$ cat config.mk
export PLATFORM = sky130hd
export DESIGN_NAME = rsr_top
export DESIGN_NICKNAME = d
export VERILOG_FILES = /design/src/hw/rsr_pkg.sv /design/src/hw/rsr_top.sv
export SDC_FILE = /design/constraint.sdc
export NUM_CORES = 1
export LEC_CHECK = 0
export ABC_AREA = 1
export BUFFER_PORTS_ARGS = -buffer_cell sky130_fd_sc_hd__buf_2
export CORE_ASPECT_RATIO = 1.5
export CORE_MARGIN = 1.5
export CORE_UTILIZATION = 48
export DETAILED_ROUTE_END_ITERATION = 8
export PLACE_DENSITY_LB_ADDON = 0.08
export SLEW_MARGIN = 10
export SYNTH_ARGS = -nofsm -noshare
export SYNTH_HDL_FRONTEND = slang
export SYNTH_SLANG_ARGS = --single-unit
$ cat constraint.sdc
create_clock -name REF_CLK -period 3.5 [get_ports REF_CLK]
set_input_delay 0.35 -clock REF_CLK [delete_from_list [all_inputs] [get_ports REF_CLK]]
set_output_delay 0.35 -clock REF_CLK [all_outputs]
set_load 0.01 [all_outputs]
$ cat src/hw/rsr_pkg.sv
// Constants for the reset source and record logic.
// Assumes a 100 MHz system clock and APB register access.
package rsr_pkg;

    // ************************************************************
    // Register map (byte addresses)
    // ************************************************************
    localparam logic [11:0] ADDR_CAUSE    = 12'h000;
    localparam logic [11:0] ADDR_CONTROL  = 12'h004;
    localparam logic [11:0] ADDR_WDOG     = 12'h008;
    localparam logic [11:0] ADDR_STATUS   = 12'h00c;

    // ************************************************************
    // Cause record bit positions and reset value
    // ************************************************************
    localparam int BIT_LOCKUP      = 7;
    localparam int BIT_CFG_FAIL    = 6;
    localparam int BIT_WAKEUP      = 5;
    localparam int BIT_SOFTWARE    = 4;
    localparam int BIT_WATCHDOG    = 3;
    localparam int BIT_PIN         = 2;
    localparam int BIT_CORE_SUPPLY = 1;
    localparam int BIT_AON_SUPPLY  = 0;
    localparam logic [7:0] CAUSE_RESET = 8'h01;

    // Control register fields
    localparam int CTL_WDOG_EN     = 0;
    localparam int CTL_EMUL_SLEEP  = 1;
    localparam int CTL_DEBUG_SW    = 2;
    localparam int CTL_DEBUG_OFF   = 3;

    // ************************************************************
    // Timing and counts
    // ************************************************************
    localparam int CLK_HZ          = 100_000_000;
    localparam int REF_HZ          = 1_000;
    localparam int REF_DIV         = CLK_HZ / REF_HZ;
    localparam logic [1:0] CFG_RETRY_MAX = 2'h3;
    localparam logic [15:0] WDOG_RESET   = 16'h03e8;
    localparam logic [3:0] PULSE_LEN     = 4'h8;

    // Sequencer states
    typedef enum logic [2:0] {
        ST_RUN    = 3'b000,
        ST_RESET  = 3'b001,
        ST_SLEEP  = 3'b010,
        ST_WAKE   = 3'b011,
        ST_GIVEUP = 3'b100
    } rsr_state_t;

endpackage

$ cat src/hw/rsr_top.sv
// Reset source gathering, domain reset generation and cause record.
// Assumes synchronous request inputs except the two reset pins and power detects,
// which are synchronised here. Registers reached over APB.
//
// How it works
// - A watchdog ticking at 1 kHz raises a reset request on expiry.
// - The processor software reset request is taken as software reset source.
// - A failed configuration check from flash raises the config fail source.
// - After config failure the check repeats, giving up on the third.
// - Giving up enters emulated deep sleep and forces readout protection.
// - Debug port reset request resets the processor only.
// - Test reset pin resets only the TAP, independent of the other reset sources.
// - Test reset pin ignored in two-wire mode or with debug off.
// - Power manager signals sleep entry and exit to this block.
// - Sleep reset held from entry until core power detect is good.
// - Emulated sleep keeps core and memory powered.
// - Deep sleep removes core and flash power, keeps always-on.
// - The cause of the last restart is recorded.
// - Cause flags exclusive, config fail and lockup may join the original cause.
// - Lockup sets a flag and applies no reset.
// - All sources meet here; outputs depend on source and sleep state.
// - Always-on peripheral reset separate from core peripheral reset.
// - Processor-only reset leaves debug logic alone.
// - Record bits: 7 lockup down to 0 always-on supply.
//
// The implementer's own choices: the APB slave port and the address map.
`timescale 1ns/1ps
module rsr_top
    import rsr_pkg::*;
(
    input  wire logic        REF_CLK,              // 100 MHz system clock
    input  wire logic        RST,                  // Async reset, active high
    input  wire logic        CLK_EN,               // Freezes all state when low
    input  wire logic        PSEL,                 // APB select
    input  wire logic        PENABLE,              // APB access phase
    input  wire logic        PWRITE,               // APB direction
    input  wire logic [11:0] PADDR,                // APB byte address
    input  wire logic [31:0] PWDATA,               // APB write data
    output logic      [31:0] PRDATA,               // APB read data
    output logic             PREADY,               // APB ready
    output logic             PSLVERR,              // APB error, unmapped
    input  wire logic        CPU_SOFT_RESET_REQUEST,   // Processor reset request
    input  wire logic        CONFIG_CHECK_DONE,        // Option check finished
    input  wire logic        CONFIG_CHECK_FAIL_REQUEST,// Option check failed
    input  wire logic        DEBUG_PORT_RESET_REQUEST, // Debug port reset
    input  wire logic        EXTERNAL_RESET_PIN_N,     // Reset pin, active low
    input  wire logic        TEST_RESET_PIN_N,         // Test reset pin, active low
    input  wire logic        ALWAYS_ON_POWER_DETECT,   // Always-on supply good
    input  wire logic        CORE_POWER_DETECT,        // Core supply good
    input  wire logic        SLEEP_ENTER,              // Power manager entry pulse
    input  wire logic        SLEEP_EXIT,               // Power manager wake pulse
    input  wire logic        CPU_LOCKUP,               // Unrecoverable exception
    output logic             POWER_ON_RESET,           // Processor and debug reset
    output logic             PROCESSOR_ONLY_RESET,     // Processor-only reset
    output logic             DEBUG_ACCESS_RESET,       // Debug access port reset
    output logic             ALWAYS_ON_PERIPH_RESET,   // Always-on periph reset
    output logic             CORE_PERIPH_RESET,        // Core periph reset
    output logic             TAP_RESET,                // TAP controller reset
    output logic             CORE_POWER_ENABLE,        // Core domain supply on
    output logic             FLASH_POWER_ENABLE,       // Flash supply on
    output logic             READOUT_PROTECT_FORCE     // Readout protection forced
);

    // ************************************************************
    // Input synchronisers
    // ************************************************************
    // Test pin starts at its idle level, so no false TAP reset after release
    localparam logic [4:1] SYNC_RESET = 4'b1000;
    logic [4:1] sync1, sync2, sync3, pin_state;
    logic [4:1] raw_in;
    assign raw_in = {TEST_RESET_PIN_N, ~EXTERNAL_RESET_PIN_N,
                     ALWAYS_ON_POWER_DETECT, CORE_POWER_DETECT};

    // Three stages; a change counts once stages two and three agree
    genvar gi;
    generate
        for (gi = 1; gi < 5; gi++)
        begin : g_sync
            always_ff @(posedge REF_CLK or posedge RST)
            begin
                if (RST)
                begin
                    sync1[gi]     <= SYNC_RESET[gi];
                    sync2[gi]     <= SYNC_RESET[gi];
                    sync3[gi]     <= SYNC_RESET[gi];
                    pin_state[gi] <= SYNC_RESET[gi];
                end
                else if (CLK_EN)
                begin
                    sync1[gi] <= raw_in[gi];
                    sync2[gi] <= sync1[gi];
                    sync3[gi] <= sync2[gi];
                    if (sync2[gi] == sync3[gi])
                        pin_state[gi] <= sync3[gi];
                end
            end
        end
    endgenerate

    logic test_pin_n, pin_req, aon_good, core_good;
    assign test_pin_n = pin_state[4];
    assign pin_req    = pin_state[3];
    assign aon_good   = pin_state[2];
    assign core_good  = pin_state[1];

    // ************************************************************
    // Registers
    // ************************************************************
    logic [7:0]  cause;
    logic [3:0]  control;
    logic [15:0] wdog_reload;
    logic        apb_wr, apb_rd;
    assign apb_wr = PSEL && PENABLE && PWRITE;
    assign apb_rd = PSEL && !PENABLE && !PWRITE;

    function automatic logic mapped(input logic [11:0] a);
        mapped = (a == ADDR_CAUSE) || (a == ADDR_CONTROL)
              || (a == ADDR_WDOG) || (a == ADDR_STATUS);
    endfunction

    // Write side of the control registers; cause is read only
    always_ff @(posedge REF_CLK or posedge RST)
    begin
        if (RST)
        begin
            control     <= 4'h1;
            wdog_reload <= WDOG_RESET;
        end
        else if (CLK_EN && apb_wr)
        begin
            if (PADDR == ADDR_CONTROL)
                control <= PWDATA[3:0];
            if (PADDR == ADDR_WDOG)
                wdog_reload <= PWDATA[15:0];
        end
    end

    // ************************************************************
    // Watchdog on 1 kHz reference tick
    // ************************************************************
    logic [16:0] ref_cnt;
    logic [15:0] wdog_cnt;
    logic        wdog_req, wdog_kick;
    assign wdog_kick = apb_wr && (PADDR == ADDR_WDOG);

    always_ff @(posedge REF_CLK or posedge RST)
    begin
        if (RST)
        begin
            ref_cnt  <= 17'h0;
            wdog_cnt <= WDOG_RESET;
            wdog_req <= 1'b0;
        end
        else if (CLK_EN)
        begin
            wdog_req <= 1'b0;
            if (ref_cnt == 17'(REF_DIV - 1))
                ref_cnt <= 17'h0;
            else
                ref_cnt <= ref_cnt + 17'h1;
            if (wdog_kick || !control[CTL_WDOG_EN])
                wdog_cnt <= (wdog_kick) ? PWDATA[15:0] : wdog_reload;
            else if (ref_cnt == 17'(REF_DIV - 1))
            begin
                if (wdog_cnt == 16'h0)
                begin
                    wdog_req <= 1'b1;
                    wdog_cnt <= wdog_reload;
                end
                else
                    wdog_cnt <= wdog_cnt - 16'h1;
            end
        end
    end

    // ************************************************************
    // Central sequencer
    // ************************************************************
    rsr_state_t state;
    logic [7:0] pend;
    logic [1:0] cfg_tries;
    logic [3:0] hold_cnt;
    logic       in_sleep, emul;

    // One pulse-stretched reset episode per source; pend collects cause
    always_ff @(posedge REF_CLK or posedge RST)
    begin
        if (RST)
        begin
            state     <= ST_RESET;
            pend      <= CAUSE_RESET;
            cause     <= CAUSE_RESET;
            cfg_tries <= 2'h0;
            hold_cnt  <= PULSE_LEN;
            in_sleep  <= 1'b0;
            emul      <= 1'b0;
            READOUT_PROTECT_FORCE <= 1'b0;
        end
        else if (CLK_EN)
        begin
            case (state)
            ST_RUN:
            begin
                hold_cnt <= PULSE_LEN;
                if (!aon_good || !core_good)
                begin
                    state <= ST_RESET;
                    pend  <= (!aon_good) ? 8'h01 : 8'h02;
                end
                else if (pin_req)
                begin
                    state <= ST_RESET;
                    pend  <= 8'h04;
                end
                else if (wdog_req)
                begin
                    state <= ST_RESET;
                    pend  <= 8'h08;
                end
                else if (CPU_SOFT_RESET_REQUEST)
                begin
                    state <= ST_RESET;
                    pend  <= 8'h10;
                end
                else if (CONFIG_CHECK_DONE && CONFIG_CHECK_FAIL_REQUEST)
                begin
                    // Keep original cause, add config flag
                    pend      <= cause & 8'h7f | 8'h40;
                    cfg_tries <= cfg_tries + 2'h1;
                    state     <= (cfg_tries + 2'h1 == CFG_RETRY_MAX)
                                 ? ST_GIVEUP : ST_RESET;
                end
                else if (CONFIG_CHECK_DONE)
                    cfg_tries <= 2'h0;
                else if (SLEEP_ENTER)
                begin
                    state    <= ST_SLEEP;
                    in_sleep <= 1'b1;
                    emul     <= control[CTL_EMUL_SLEEP];
                    pend     <= 8'h20;
                end
            end
            ST_RESET:
            begin
                if (pin_req || !aon_good || !core_good)
                    hold_cnt <= PULSE_LEN;
                else if (hold_cnt != 4'h0)
                    hold_cnt <= hold_cnt - 4'h1;
                else
                begin
                    state <= ST_RUN;
                    cause <= pend;
                end
            end
            ST_SLEEP:
                if (SLEEP_EXIT)
                    state <= ST_WAKE;
            ST_WAKE:
                if (core_good || emul)
                begin
                    state    <= ST_RESET;       // Hold until supply good
                    in_sleep <= 1'b0;
                end
            ST_GIVEUP:
            begin
                READOUT_PROTECT_FORCE <= 1'b1;
                emul      <= 1'b1;
                in_sleep  <= 1'b1;
                cfg_tries <= 2'h0;
                cause     <= pend;
                state     <= ST_SLEEP;          // Recover via wake
            end
            default:
                state <= ST_RESET;
            endcase
            // After the case, so a lockup in a capture cycle is not lost
            if (CPU_LOCKUP)
                cause[BIT_LOCKUP] <= 1'b1;      // No reset applied
        end
    end

    // ************************************************************
    // Reset outputs per source and sleep state
    // ************************************************************
    logic in_rst, full_rst, aon_src, cfg_rst;
    assign in_rst   = (state != ST_RUN);
    // Config failure keeps the old cause in pend but resets as its own kind
    assign cfg_rst  = pend[BIT_CFG_FAIL];
    assign full_rst = !cfg_rst && (pend[BIT_AON_SUPPLY] | pend[BIT_CORE_SUPPLY]
                    | (pend[BIT_WAKEUP] & !emul));
    assign aon_src  = !cfg_rst && (pend[BIT_AON_SUPPLY] | pend[BIT_PIN]
                    | pend[BIT_WATCHDOG] | pend[BIT_SOFTWARE]
                    | (pend[BIT_CORE_SUPPLY] & !in_sleep));

    always_ff @(posedge REF_CLK or posedge RST)
    begin
        if (RST)
        begin
            POWER_ON_RESET         <= 1'b1;
            PROCESSOR_ONLY_RESET   <= 1'b1;
            DEBUG_ACCESS_RESET     <= 1'b1;
            ALWAYS_ON_PERIPH_RESET <= 1'b1;
            CORE_PERIPH_RESET      <= 1'b1;
            CORE_POWER_ENABLE      <= 1'b1;
            FLASH_POWER_ENABLE     <= 1'b1;
        end
        else if (CLK_EN)
        begin
            // Debug request only touches the processor
            PROCESSOR_ONLY_RESET <= in_rst || DEBUG_PORT_RESET_REQUEST;
            POWER_ON_RESET <= in_rst && (full_rst || pend[BIT_PIN]
                              || pend[BIT_CFG_FAIL]);
            DEBUG_ACCESS_RESET <= in_rst && full_rst;
            ALWAYS_ON_PERIPH_RESET <= in_rst && aon_src;
            CORE_PERIPH_RESET <= in_rst;
            // Sleep powers down core and flash unless emulated
            CORE_POWER_ENABLE  <= !(state == ST_SLEEP && !emul);
            FLASH_POWER_ENABLE <= !(state == ST_SLEEP && !emul);
        end
    end

    // Test reset: TAP only, ignored in two-wire mode or debug off
    always_ff @(posedge REF_CLK or posedge RST)
    begin
        if (RST)
            TAP_RESET <= 1'b1;
        else if (CLK_EN)
            TAP_RESET <= !test_pin_n && !control[CTL_DEBUG_SW]
                         && !control[CTL_DEBUG_OFF];
    end

    // ************************************************************
    // APB read path, one wait-free access
    // ************************************************************
    always_ff @(posedge REF_CLK or posedge RST)
    begin
        if (RST)
        begin
            PRDATA  <= 32'h0;
            PREADY  <= 1'b0;
            PSLVERR <= 1'b0;
        end
        else if (CLK_EN)
        begin
            PREADY  <= PSEL && !PENABLE;
            PSLVERR <= PSEL && !PENABLE && !mapped(PADDR);
            if (apb_rd)
            begin
                case (PADDR)
                ADDR_CAUSE:   PRDATA <= {24'h0, cause};
                ADDR_CONTROL: PRDATA <= {28'h0, control};
                ADDR_WDOG:    PRDATA <= {16'h0, wdog_cnt};
                ADDR_STATUS:  PRDATA <= {27'h0, state, READOUT_PROTECT_FORCE, in_sleep};
                default:      PRDATA <= 32'h0;
                endcase
            end
        end
    end

    // ************************************************************
    // Assertions
    // ************************************************************
    a_lockup_no_reset: assert property (@(posedge REF_CLK) disable iff (RST)
        (state == ST_RUN && CLK_EN && CPU_LOCKUP && aon_good && core_good
         && !pin_req && !wdog_req && !CPU_SOFT_RESET_REQUEST
         && !CONFIG_CHECK_DONE && !SLEEP_ENTER) |=> state == ST_RUN)
        else $error("lockup caused a reset");
    a_wdog_resets: assert property (@(posedge REF_CLK) disable iff (RST)
        (state == ST_RUN && CLK_EN && wdog_req && aon_good && core_good && !pin_req)
        |=> pend == 8'h08)
        else $error("watchdog did not reset");
    a_tap_isolated: assert property (@(posedge REF_CLK) disable iff (RST)
        (CLK_EN && control[CTL_DEBUG_OFF]) |=> !TAP_RESET)
        else $error("test reset acted while debug off");
    a_giveup_protect: assert property (@(posedge REF_CLK) disable iff (RST)
        (state == ST_GIVEUP && CLK_EN) |=> READOUT_PROTECT_FORCE && state == ST_SLEEP)
        else $error("give up did not protect");
    a_cause_exclusive: assert property (@(posedge REF_CLK) disable iff (RST)
        $onehot(cause[5:0]))
        else $error("cause flags not exclusive");
    a_sleep_power: assert property (@(posedge REF_CLK) disable iff (RST)
        (state == ST_SLEEP && !emul && CLK_EN) |=> !FLASH_POWER_ENABLE)
        else $error("flash powered in sleep");
    a_debug_proc: assert property (@(posedge REF_CLK) disable iff (RST)
        (CLK_EN && DEBUG_PORT_RESET_REQUEST) |=> PROCESSOR_ONLY_RESET)
        else $error("debug reset not applied");
    a_cause_held: assert property (@(posedge REF_CLK) disable iff (RST)
        (state == ST_RUN && $past(state) == ST_RUN && !CPU_LOCKUP)
        |-> $stable(cause[6:0]))
        else $error("cause changed while running");

endmodule

; ---- After elaboration in Yosys (flattened, before gate mapping)
; Index checks and enable logic that the tools add are counted.
[classes]
add_sub_neg = 4
n_mul = 0
div = 0
magnitude_cmp = 0
eq_ne = 31
shifts = 0
mux = 61
n_bitwise = 9
reduce_logical = 69
[ops]
columns = op, n
row1 = two-way mux 8 bit, 9
row2 = two-way mux 16 bit, 4
row3 = case mux 16 bit (4 select lines), 1
row4 = two-way mux 3 bit, 12
row5 = == test 12 x 4 -> 1 bit (second input constant), 2
row6 = inequality test 2 bit (second input constant), 11
row7 = two-way mux 1 bit, 19
row8 = AND reduction 2 bit, 9
row9 = adder 17 x 1 -> 17 bit (second input constant), 1
row10 = == test 17 bit (second input constant), 1
row11 = two-way mux 17 bit, 1
row12 = logical AND 1 bit, 16
row13 = zero test 16 bit, 1
row14 = case mux 8 bit (2 select lines), 1
row15 = subtractor 16 x 1 -> 16 bit (second input constant), 1
row16 = case mux 3 bit (5 select lines), 1
row17 = two-way mux 2 bit, 7
row18 = inequality test 7 bit (second input constant), 2
row19 = AND reduction 7 bit, 2
row20 = zero test 1 bit, 13
row21 = == test 12 x 3 -> 1 bit (second input constant), 1
row22 = zero test 12 bit, 1
row23 = inequality test 3 bit (second input constant), 4
row24 = AND reduction 4 bit, 3
row25 = other kinds (25), 51
[totals]
ff_bits = 139
latch_bits = 0
ram_bits = 0
romBits = 0
in_bits = 61
out_inout_bits = 43
elab_cells = 214
memories = 0

; ---- Depth between registers and ports, before layout
; Gate-level depths: netlist of run 1.
[logic_depth]
ltp_word = 9
depth_mapped = 14
mapped_depth_nobuf = 13

; ---- Worst setup path before layout of run 1
; OpenSTA, ideal clock, no wires.
[synth_path]
kind = reg-to-reg
from = reg wdog_cnt[0]
to = reg wdog_cnt[15]
setup_time_ps = 116
arrival_time_ps = 1475
t_required_ps = 3384
setup_slack_ps = 1908
stages_incl_launch_ff = 15
path_buffers = 1
period_less_slack_ps = 1592
path_cell_list = dfrtp_1 > inv_1 > ha_1 > inv_1 > nor2_1 > nand2_1 > nor2_1 > nand2_2 > buf_6 > nor2_1 > nor2_1 > nand2_1 > nand2_1 > nand2_1 > nand2_1
[synth_via]
elab_chain_cells = 4
elab_cells_between_ends = 5
cone_classes = add/sub (1) / mux (3) / reduce/logical (1)
[synth_rtl]
columns = item, line_no
row1 = start: declaration, rsr_top.sv:142  ; logic [15:0] wdog_cnt;
row2 = start signal: assignment, rsr_top.sv:162  ; wdog_cnt <= (wdog_kick) ? PWDATA[15:0] : wdog_reload;
row3 = start signal: assignment, rsr_top.sv:168  ; wdog_cnt <= wdog_reload;
row4 = start signal: assignment, rsr_top.sv:171  ; wdog_cnt <= wdog_cnt - 16'h1;
row5 = subtractor 16 x 1 -> 16 bit or zero test 16 bit (tied branches), "rsr_top.sv:171, rsr_top.sv:165"
row6 = two-way mux 16 bit *, rsr_top.sv:165  ; if (wdog_cnt == 16'h0)
row7 = two-way mux 16 bit *, rsr_top.sv:163  ; else if (ref_cnt == 17'(REF_DIV - 1))
row8 = two-way mux 16 bit *, rsr_top.sv:161  ; if (wdog_kick || !control[CTL_WDOG_EN])
; Every way passes the cells marked *; elsewhere a longest branch is shown, timed or not. The select of a mux whose other input is x is not followed.
; A chain may end at the register's enable or synchronous reset.

; ---- Worst setup path after layout of run 1
[layout_path]
from = reg wdog_cnt[0]
to = reg wdog_cnt[10]
; The elaborated chain is that of the path after synthesis.

==> impl_metrics.yaml, run 1 <==
timing:
  timing.final.ws_setup_ns: 1.61
  min_period_ns: 1.89
  tightestPinTransition_ns: 0.669
  maxClockFrequency_mhz: 528
  drv_slew: 0
  slew_headroom: 0.554
  rsz0062_at_grt: "false"
  fin_tns_setup_ns: 0
  fin_crit_sh: 0.541
  setup_viol: 0
  finClkSkew_ns: 0.0102
  finalHoldViolations: 0
clock_tree:
  cts_max_level: 4
  clk_pin_slew_ns: 0.06
  cts_made_buffers: 17
  cts_num_sinks: 122
  ctsHoldBuffers: 0
  root_buffer: "clkbuf_16"
  cts_tree: "done"
  cts_resized: 0
  postCtsSetupRepairBufs: 0
  clk_latency_ns: 0.41
  cts_buffer_depth: 2
setup_path:
  start_kind: "flip-flop"
  regToRegSetupSlack_ns: 1.61
  cpLargestDelayFamily: "simple AND/OR/NAND/NOR gates"
  path_max_fanout: 18
  path_buf_inv: 2
  path_cells: "inv_1 > ha_1 > inv_1 > nor2_1 > nand2_1 > nor2_1 > nand2_2 > nor2_1 > nor2_1 > nand2_1 > nand2_1 > nand2_1 > nand2_1"
  endpoint_kind: "flip-flop"
  worstPathArrival_ns: 2.20
  critPathMostFrequentCell: "nand2_1"
  critPathMaxStageDelay_ns: 0.40
  critical_path_class: "reg -> reg"
  rr_worst_depth: 13
  cp_data_required_time_ns: 3.80
  worst_path_max_delay_cell: "dfrtp_1"
  r2r-start: "wdog_cnt[0]"
  rr_endpoint: "wdog_cnt[10]"
global_route:
  grt_max_degree: 123
  antenna_found_initial: 0
  grt_pass1_wl_um: 30300
  grt_usage: 0.250
  grt_pass1_vias: 6301
  gr-total-overflow: 0
power:
  p_leak_nw: 4.23
  powerDensity_nw_per_um2: 525
  vdd_drop_max_uv: 358
route:
  viasPerCell: 5.09
  drt_iter0_drc: 237
  route.detailed.drc: 0
  num_vias: 6414
  first_pass_iters: 7
  wire_per_inst_um: 14.7
  ant_nets: 0
  drt_wl_total_um: 18500
place:
  gp_congestion: 0.915
  dp_cells: 1228
  portBuffers: 71
  dp_slack_ns: 1.30
  hpwl_um: 13500
cells_and_area:
  diodes: 0
  final_cells: 1260
  drive_gt1_frac: 0.164
  multi_input_area_um2: 3350
  synthToLayoutAreaGrowth_pct: 14.7
  seqCellArea_um2: 3090
  layout.nets: 1117
  fill_cells: 1451
synthesis:
  yosysTopAreaCell: "dfrtp_1"
  syn_area_um2: 7130
  seq_area_frac_synth: 0.433
  synth-seq-cells: 122
  synth_most_common_cell: "nand2_1"
  synth_top_flop_cell: "dfrtp_1"
  ys_types: 46
  ys_async_sr_fraction: 1.00
  synthCells: 985
  synth_commonest_cells: "nand2_1, inv_1, nor2_1"
  synth_edf_count: 0
  yosysTopAreaCellShare: 0.330
  avgSynthCellArea_um2: 7.24
  yosysWarnings: 0
  netlist_top_cells_area: "dfrtp_1, nand2_1, dfstp_2"
die:
  dieArea_um2: 15600
  rows: 54
  initial_core_util: 0.491
  core_area_um2: 14500
  die_h_um: 152
  io-pin-count: 104
  fp.dieW_um: 103
outcome:
  status: "completed"
worst_hold_path:
  hold_path_class: "in -> async"
flow_run:
  maxCapViolations: 0
placed cells by master, fill, tap and decap left out, types with 3 or more instances in the layout:
master,count
buf_2,71
dfstp_2,28
clkinv_2,3
o22ai_1,4
o21ai_2,5
nor2_1,96
nor2_2,8
ha_1,5
inv_1,115
dfrtp_1,94
nand3_1,73
clkinv_4,3
xnor2_1,3
buf_4,7
nand4_1,33
nor3_1,16
bufinv_16,3
o21ai_0,80
o31ai_1,8
nand2_1,314
nand2_2,6
a31oi_1,3
conb_1,16
nand2_4,4
a21oi_1,6
inv_2,3
clkinvlp_4,4
xor2_1,10
clkbuf_16,17
report_power, final:
group / switching, W / total [W] / internal (W) / leakage (nW)
clock network: 0.000662 / 0.00180 / 0.00114 / 0.293
logic: 0.000452 / 0.000684 / 0.000233 / 2.43
registers: 0.000171 / 0.00181 / 0.00164 / 1.51
total: 0.00128 / 0.00430 / 0.00301 / 4.23
cell type report:
cell class	instances	area share
Clock buffer	18	0.0537
Clock inverter	14	0.0210
Inverter	120	0.0558
Multi-Input combinational cell	711	0.410
Sequential cell	122	0.377
Tap cell	196	0.0300
Timing Repair Buffer	79	0.0523
cells by family (layout without fill, tap and decap cells):
logic type | count (synthesis) | after routing | synth area share
and+or+nand+nor | 560 | 560 | 0.341
buffers and inverters | 167 | 231 | 0.105
DFF | 122 | 122 | 0.433
AOI/OAI and AO/OA | 116 | 116 | 0.0940
xor gates and xnor gates | 13 | 13 | 0.0160
adders and majority gates | 5 | 5 | 0.00877
other | 1 | 16 | 0.000526
muxes | 1 | 1 | 0.00158
worst max-delay path by stage:
stage,start,endpoint,slack (ns),cells past startpoint
finish,wdog_cnt[0],wdog_cnt[10],1.61,13
global route,aon_good,pend[1],1.43,9
CTS,wdog_cnt[0],wdog_cnt[10],1.59,13
detailed placement,PADDR[1],wdog_cnt[2],1.30,10
global placement,PADDR[1],wdog_cnt[2],1.32,10
floorplan,RST,PRDATA[0],1.68,1
flip-flops by register name, summed over array words and instances (netlist names), 2 cells and up:
register and flops:
pend 7, cause 8, wdog_reload 16, ref_cnt 17
sync1 4, control 4, state 3, wdog_cnt 16
sync2 4, PRDATA 16, sync3 4, hold_cnt 4
cfg_tries 2
tightest hold or removal path: cells and delay by family:
| kind | cells | cell delay, ns |
|---|---|---|
| buffers and inverters | 3 | 0.65 |
layer usage:
| layer | share of wire | track usage | up-vias |
|---|---|---|---|
| met5 | 0 | 0 | - |
| met4 | 0.028 | 0.104 | 0 |
| met3 | 0.028 | 0.0353 | 31 |
| met2 | 0.53 | 0.444 | 130 |
| met1 | 0.41 | 0.295 | 3000 |
| li1 | - | - | 3253 |
metrics by stage:
stage | area, um2 | hold slack (ns) | util | total power [W]
floorplan | 7190 | 0.420 | - | 0.00231
global placement | 7570 | 0.457 | 0.521 | 0.00250
detailed placement | 7570 | 0.459 | 0.521 | 0.00251
CTS | 8180 | 0.122 | 0.563 | 0.00434
global route | 8180 | 0.147 | 0.563 | 0.00452
finish | 8180 | 0.104 | 0.563 | 0.00430
(Power assumes the default switching activity.)
==> run 2, diff against run 1 <==
- clock period: 3.5 -> 1.9 ns (I/O delays scaled with it)
==> run 2 against run 1 <==
Final area rose by 4.1%. Utilization rose by 2.3 points. Count of clock-buffer cells in the layout did not move.
==> impl_metrics.yaml, run 2 (synthesis results as in run 1) <==
outcome:
  status: "completed"
timing:
  finClkSkew_ns: 0.00835
  rsz0062_at_grt: "false"
  finalHoldViolations: 0
  fin_crit_sh: 0.942
  maxClockFrequency_mhz: 558
  min_period_ns: 1.79
  drv_slew: 0
  setup_viol: 0
  timing.final.ws_setup_ns: 0.109
  tightestPinTransition_ns: 0.552
  slew_headroom: 0.631
  fin_tns_setup_ns: 0
global_route:
  gr-total-overflow: 0
  grt_usage: 0.253
  grt_pass1_wl_um: 31000
  grt_max_degree: 37
  grt_pass1_vias: 6403
  antenna_found_initial: 0
place:
  gp_congestion: 0.904
  hpwl_um: 14100
  place_area_um2: 7850
  dp_slack_ns: 0.0675
  portBuffers: 71
setup_path:
  path_cells: "ha_1 > nand4_1 > nor4_1 > nand3_1 > buf_12 > nand2_4 > nand2_1 > nand2_1"
  endpoint_kind: "flip-flop"
  r2r-start: "ref_cnt[0]"
  critical_path_class: "reg -> reg"
  start_kind: "flip-flop"
  critPathMaxStageDelay_ns: 0.37
  cp_data_required_time_ns: 2.25
  worst_path_max_delay_cell: "dfrtp_1"
  path_max_fanout: 21
  cp-startpoint: "ref_cnt[0]"
  critPathMostFrequentCell: "nand2_1"
  worstPathArrival_ns: 2.14
power:
  vdd_drop_max_uv: 706
  powerDensity_nw_per_um2: 924
  p_leak_nw: 4.42
route:
  wire_per_inst_um: 14.4
  first_pass_iters: 5
  route.detailed.drc: 0
  viasPerCell: 5.05
  drt_iter0_drc: 265
  ant_nets: 0
  num_vias: 6560
  drt_wl_total_um: 18700
flow_run:
  maxCapViolations: 0
die:
  die_h_um: 152
  dieArea_um2: 15600
  initial_core_util: 0.491
  rows: 54
  io-pin-count: 104
  fp.dieW_um: 103
  core_area_um2: 14500
cells_and_area:
  final_common_cell: "nand2_1"
  layout_common_cells: "nand2_1, inv_1, nor2_1, dfrtp_1, o21ai_0"
  drive_gt1_frac: 0.188
  largest_register: "ref_cnt"
  synthToLayoutAreaGrowth_pct: 19.4
  fill_cells: 1475
  layout.nets: 1156
  final_area_um2: 8520
  largest_register_ffs: 17
  seqCellArea_um2: 3090
  multi_input_area_um2: 3370
  diodes: 0
clock_tree:
  cts_buffer_depth: 2
  clk_latency_ns: 0.41
  cts_num_sinks: 122
  cts_tree: "done"
  cts_max_level: 4
  cts_made_buffers: 17
  root_buffer: "clkbuf_16"
  clk_pin_slew_ns: 0.06
worst_hold_path:
  hold_path_class: "in -> reg"
  hp-start: "DEBUG_PORT_RESET_REQUEST"
[run 2: changes by cell type in the layout (fill, tap and decap cells not counted), sizes merged]
| cell | before | now |
|---|---|---|
| buf | 79 | 111 |
| bufinv | 3 | 2 |
| clkinvlp | 4 | 5 |
| dlygate4sd3 | 0 | 6 |
| nand2 | 324 | 325 |
[run 2: worst paths after layout]
path                                        endpoint  cells past startpoint  slack (ns)
worst max-delay path                     wdog_cnt[3]                      8        0.11
worst min-delay path            PROCESSOR_ONLY_RESET                      2        0.02
worst max register to register           wdog_cnt[3]                      8        0.11
worst min register to register             PRDATA[8]                      2        0.47
max in group asynchronous                wdog_cnt[8]                      4        0.90
min in group asynchronous                ref_cnt[14]                      3        0.38
[run 2: what timing repair did]
action                                  CTS  global route
endpoints found under the setup margin    0            11
buffers inserted                          0             1
endpoints found under the hold margin    22             0
gates resized for setup                   0             3
hold buffers                              6             0
[run 2: metal layers]
layer	vias up	track usage	wire, um
met5	-	0	0
met1	3051	0.297	7600
met3	33	0.0367	517
li1	3333	-	-
met4	0	0.0965	552
met2	143	0.454	10000
[run 2: critical path, delay by kind of cell, from the launching register on]
family	cells	cell delay, ns
simple gates	6	0.92
fa+ha+maj	1	0.21
flops	1	0.37
buf+inv	1	0.22
[run 2: layout make-up]
cell class / count / area share
Timing Repair Buffer: 117 / 0.0914
Inverter: 120 / 0.0536
Multi-Input combinational cell: 712 / 0.396
Clock buffer: 18 / 0.0504
Sequential cell: 122 / 0.363
Tap cell: 196 / 0.0288
Clock inverter: 14 / 0.0175
[run 2: power breakdown]
part,switching (W),internal (W)
registers,0.000275,0.00302
clock network,0.00123,0.00193
logic,0.000892,0.000520
total,0.00239,0.00547
[run 2: stage by stage]
stage | utilization | instances | hold slack (ns) | total power [W]
after floorplan | - | 1000 | 0.302 | 0.00425
after global placement | 0.541 | 1259 | 0.271 | 0.00468
after detailed placement | 0.541 | 1259 | 0.274 | 0.00471
after CTS | 0.584 | 1297 | 0.0168 | 0.00791
after global routing | 0.586 | 1299 | 0.0198 | 0.00826
final | 0.586 | 1299 | 0.0241 | 0.00787
==> run 3, diff against run 2 <==
- ABC_AREA: 1 -> unset
- HOLD_SLACK_MARGIN: unset -> 0.05
==> run 3 against run 2 <==
The run now ends with negative setup slack left. Sequential share of layout area is 1.6 points lower. Area after synthesis decreased by 9.8%. Final cell count down 23%. Clock power shrank 2%. Clock skew is 0.0026 ns higher. Routed wire length up 2.9%. Hold slack improved by 0.031 ns. Global-route usage increased by 2.1 points. Die area fell by 9.6%.
==> impl_metrics.yaml, run 3 <==
cells_and_area:
  fin_util: 0.685
  largest_register_ffs: 17
  seqCellArea_um2: 3090
  synthToLayoutAreaGrowth_pct: 38.6
  fill_cells: 1022
  multi_input_area_um2: 3360
  layout_common_cells: "buf_4, dfrtp_1, buf_2, nand2_1, o21ai_0"
  largest_register: "ref_cnt"
  drive_gt1_frac: 0.416
  layout.nets: 899
  final_cells: 1006
  final_common_cell: "buf_4"
setup_path:
  endpoint_kind: "flip-flop"
  path_cells: "inv_2 > ha_4 > or3b_4 > buf_6 > or4_4 > o2111ai_2 > o211ai_1 > a31oi_1"
  start_kind: "flip-flop"
  critPathMaxStageDelay_ns: 0.42
  worstPathArrival_ns: 2.45
  rr_endpoint: "wdog_cnt[8]"
  regToRegSetupSlack_ns: -0.22
  critical_path_class: "reg -> reg"
  worst_path_max_delay_cell: "dfrtp_1"
  path_max_fanout: 4
  cp_data_required_time_ns: 2.22
  r2r-start: "wdog_cnt[1]"
  rr_worst_depth: 8
  cp-startpoint: "wdog_cnt[1]"
route:
  drt_wl_total_um: 19200
  first_pass_iters: 5
  wire_per_inst_um: 19.1
  ant_nets: 0
  viasPerCell: 5.86
  route.detailed.drc: 0
  drt_iter0_drc: 306
  num_vias: 5893
synthesis:
  synth_commonest_cells: "dfrtp_1, nand2_1, o21ai_0"
  synthCells: 641
  yosysWarnings: 0
  yosysTopAreaCell: "dfrtp_1"
  avgSynthCellArea_um2: 10.0
  netlist_top_cells_area: "dfrtp_1, dfstp_2, mux2_2"
  syn_area_um2: 6430
  seq_area_frac_synth: 0.480
  ys_types: 68
  synth_most_common_cell: "dfrtp_1"
  ys_async_sr_fraction: 1.00
  synth_edf_count: 0
  synth_top_flop_cell: "dfrtp_1"
  synth-seq-cells: 122
  yosysTopAreaCellShare: 0.366
global_route:
  grt_pass1_vias: 5905
  grt_max_degree: 123
  gr-total-overflow: 0
  antenna_found_initial: 2
  grt_pass1_wl_um: 30300
  grt_usage: 0.274
timing:
  fin_tns_setup_ns: -2.25
  hold_slack_ns: 0.0551
  setup_viol: 22
  slew_headroom: 0.562
  fin_crit_sh: 1.12
  timing.final.ws_setup_ns: -0.224
  tightestPinTransition_ns: 0.658
  drv_slew: 0
  maxClockFrequency_mhz: 471
  finalHoldViolations: 0
  rsz0062_at_grt: "true"
  min_period_ns: 2.12
  finClkSkew_ns: 0.0110
place:
  dp_cells: 937
  hpwl_um: 13400
  portBuffers: 71
  gp_congestion: 0.935
clock_tree:
  cts_buffer_depth: 2
  cts_tree: "done"
  clk_pin_slew_ns: 0.06
  root_buffer: "clkbuf_16"
  cts_max_level: 4
  clk_latency_ns: 0.42
  cts_made_buffers: 17
  cts_num_sinks: 122
die:
  rows: 51
  dieArea_um2: 14100
  core_area_um2: 13000
  fp.dieW_um: 97.5
  io-pin-count: 104
  die_h_um: 145
  initial_core_util: 0.494
worst_hold_path:
  min_path_cells: 2
  hold_path_class: "in -> reg"
  hp-start: "PWDATA[15]"
  hold_path_end: "wdog_reload[15]"
outcome:
  status: "finished with violations"
  violations: "negative setup slack"
power:
  p_leak_nw: 4.03
  vdd_drop_max_uv: 790
  power.total_w: 0.00835
  powerDensity_nw_per_um2: 937
flow_run:
  maxCapViolations: 0
-- run 3: cell types whose count changed in the layout (fill, tap and decap cells not counted), sizes merged, moves of 14 or more --
| cell | delta |
|---|---|
| dlygate4sd3 | +14 |
| nor2 | -67 |
| a21oi | +24 |
| nand2 | -263 |
| nand4 | -25 |
| buf | +80 |
| o211ai | +23 |
| nand3 | -61 |
| inv | -96 |
| o21ai | -35 |
| mux2 | +38 |
-- run 3: critical path, delay by kind of cell (launching register included) --
family	cells	cell delay, ns
compound gates	3	0.46
fa+ha+maj	1	0.13
buf+inv	2	0.24
flops	1	0.42
simple gates	2	0.79
-- run 3: what timing repair did --
action / CTS / global route
endpoints found under the hold margin: 120 / 0
setup buffers: 9 / 11
gates cloned: 0 / 1
setup endpoints to repair: 40 / 39
pin swaps: 17 / 27
gates resized for setup: 47 / 34
hold buffers: 20 / 0
-- run 3: power by group --
part | switching (W) | total [W] | internal (W) | leakage [nW]
Clock | 0.00125 | 0.00309 | 0.00183 | 0.260
Combinational | 0.000958 | 0.00186 | 0.000898 | 2.25
Sequential | 0.000340 | 0.00341 | 0.00307 | 1.51
-- run 3: worst max-delay path by stage --
stage / endpoint / slack (ns) / cells past startpoint
floorplan: wdog_cnt[15] / -0.16 / 6
global placement: wdog_cnt[12] / -0.35 / 8
detailed placement: wdog_cnt[12] / -0.32 / 8
CTS: wdog_cnt[12] / -0.17 / 8
global route: wdog_cnt[8] / -0.28 / 8
finish: wdog_cnt[8] / -0.22 / 8
-- run 3: cell type report --
cell class	count	share of cell area
Sequential cell	122	0.347
Inverter	26	0.0114
Antenna cell	1	0.000281
Tap cell	159	0.0223
Timing Repair Buffer	212	0.180
Multi-Input combinational cell	454	0.377
Clock buffer	18	0.0493
Clock inverter	14	0.0140
-- run 3: kinds of logic after synthesis --
family | after synthesis | synth area share
buf+inv | 80 | 0.0636
compound gates | 173 | 0.178
xor+xnor | 17 | 0.0231
other cells | 1 | 0.000583
fa+ha+maj | 5 | 0.00973
flops | 122 | 0.480
simple gates | 197 | 0.158
mux | 46 | 0.0869
-- run 3: metal layers --
| layer | track usage | vias to the layer above | part of all wire |
|---|---|---|---|
| li1 | - | 2702 | - |
| met5 | 0 | - | 0.00068 |
| met3 | 0.0524 | 72 | 0.042 |
| met4 | 0.167 | 2 | 0.055 |
| met2 | 0.499 | 204 | 0.54 |
| met1 | 0.295 | 2913 | 0.36 |
-- run 3: stage by stage --
stage | setup WS [ns] | instance area, um2
2_1_floorplan | -0.156 | 6560
3_3_place_gp | -0.346 | 7630
3_5_place_dp | -0.317 | 7630
4_1_cts | -0.173 | 8670
5_1_grt | -0.280 | 8910
6_report | -0.224 | 8910
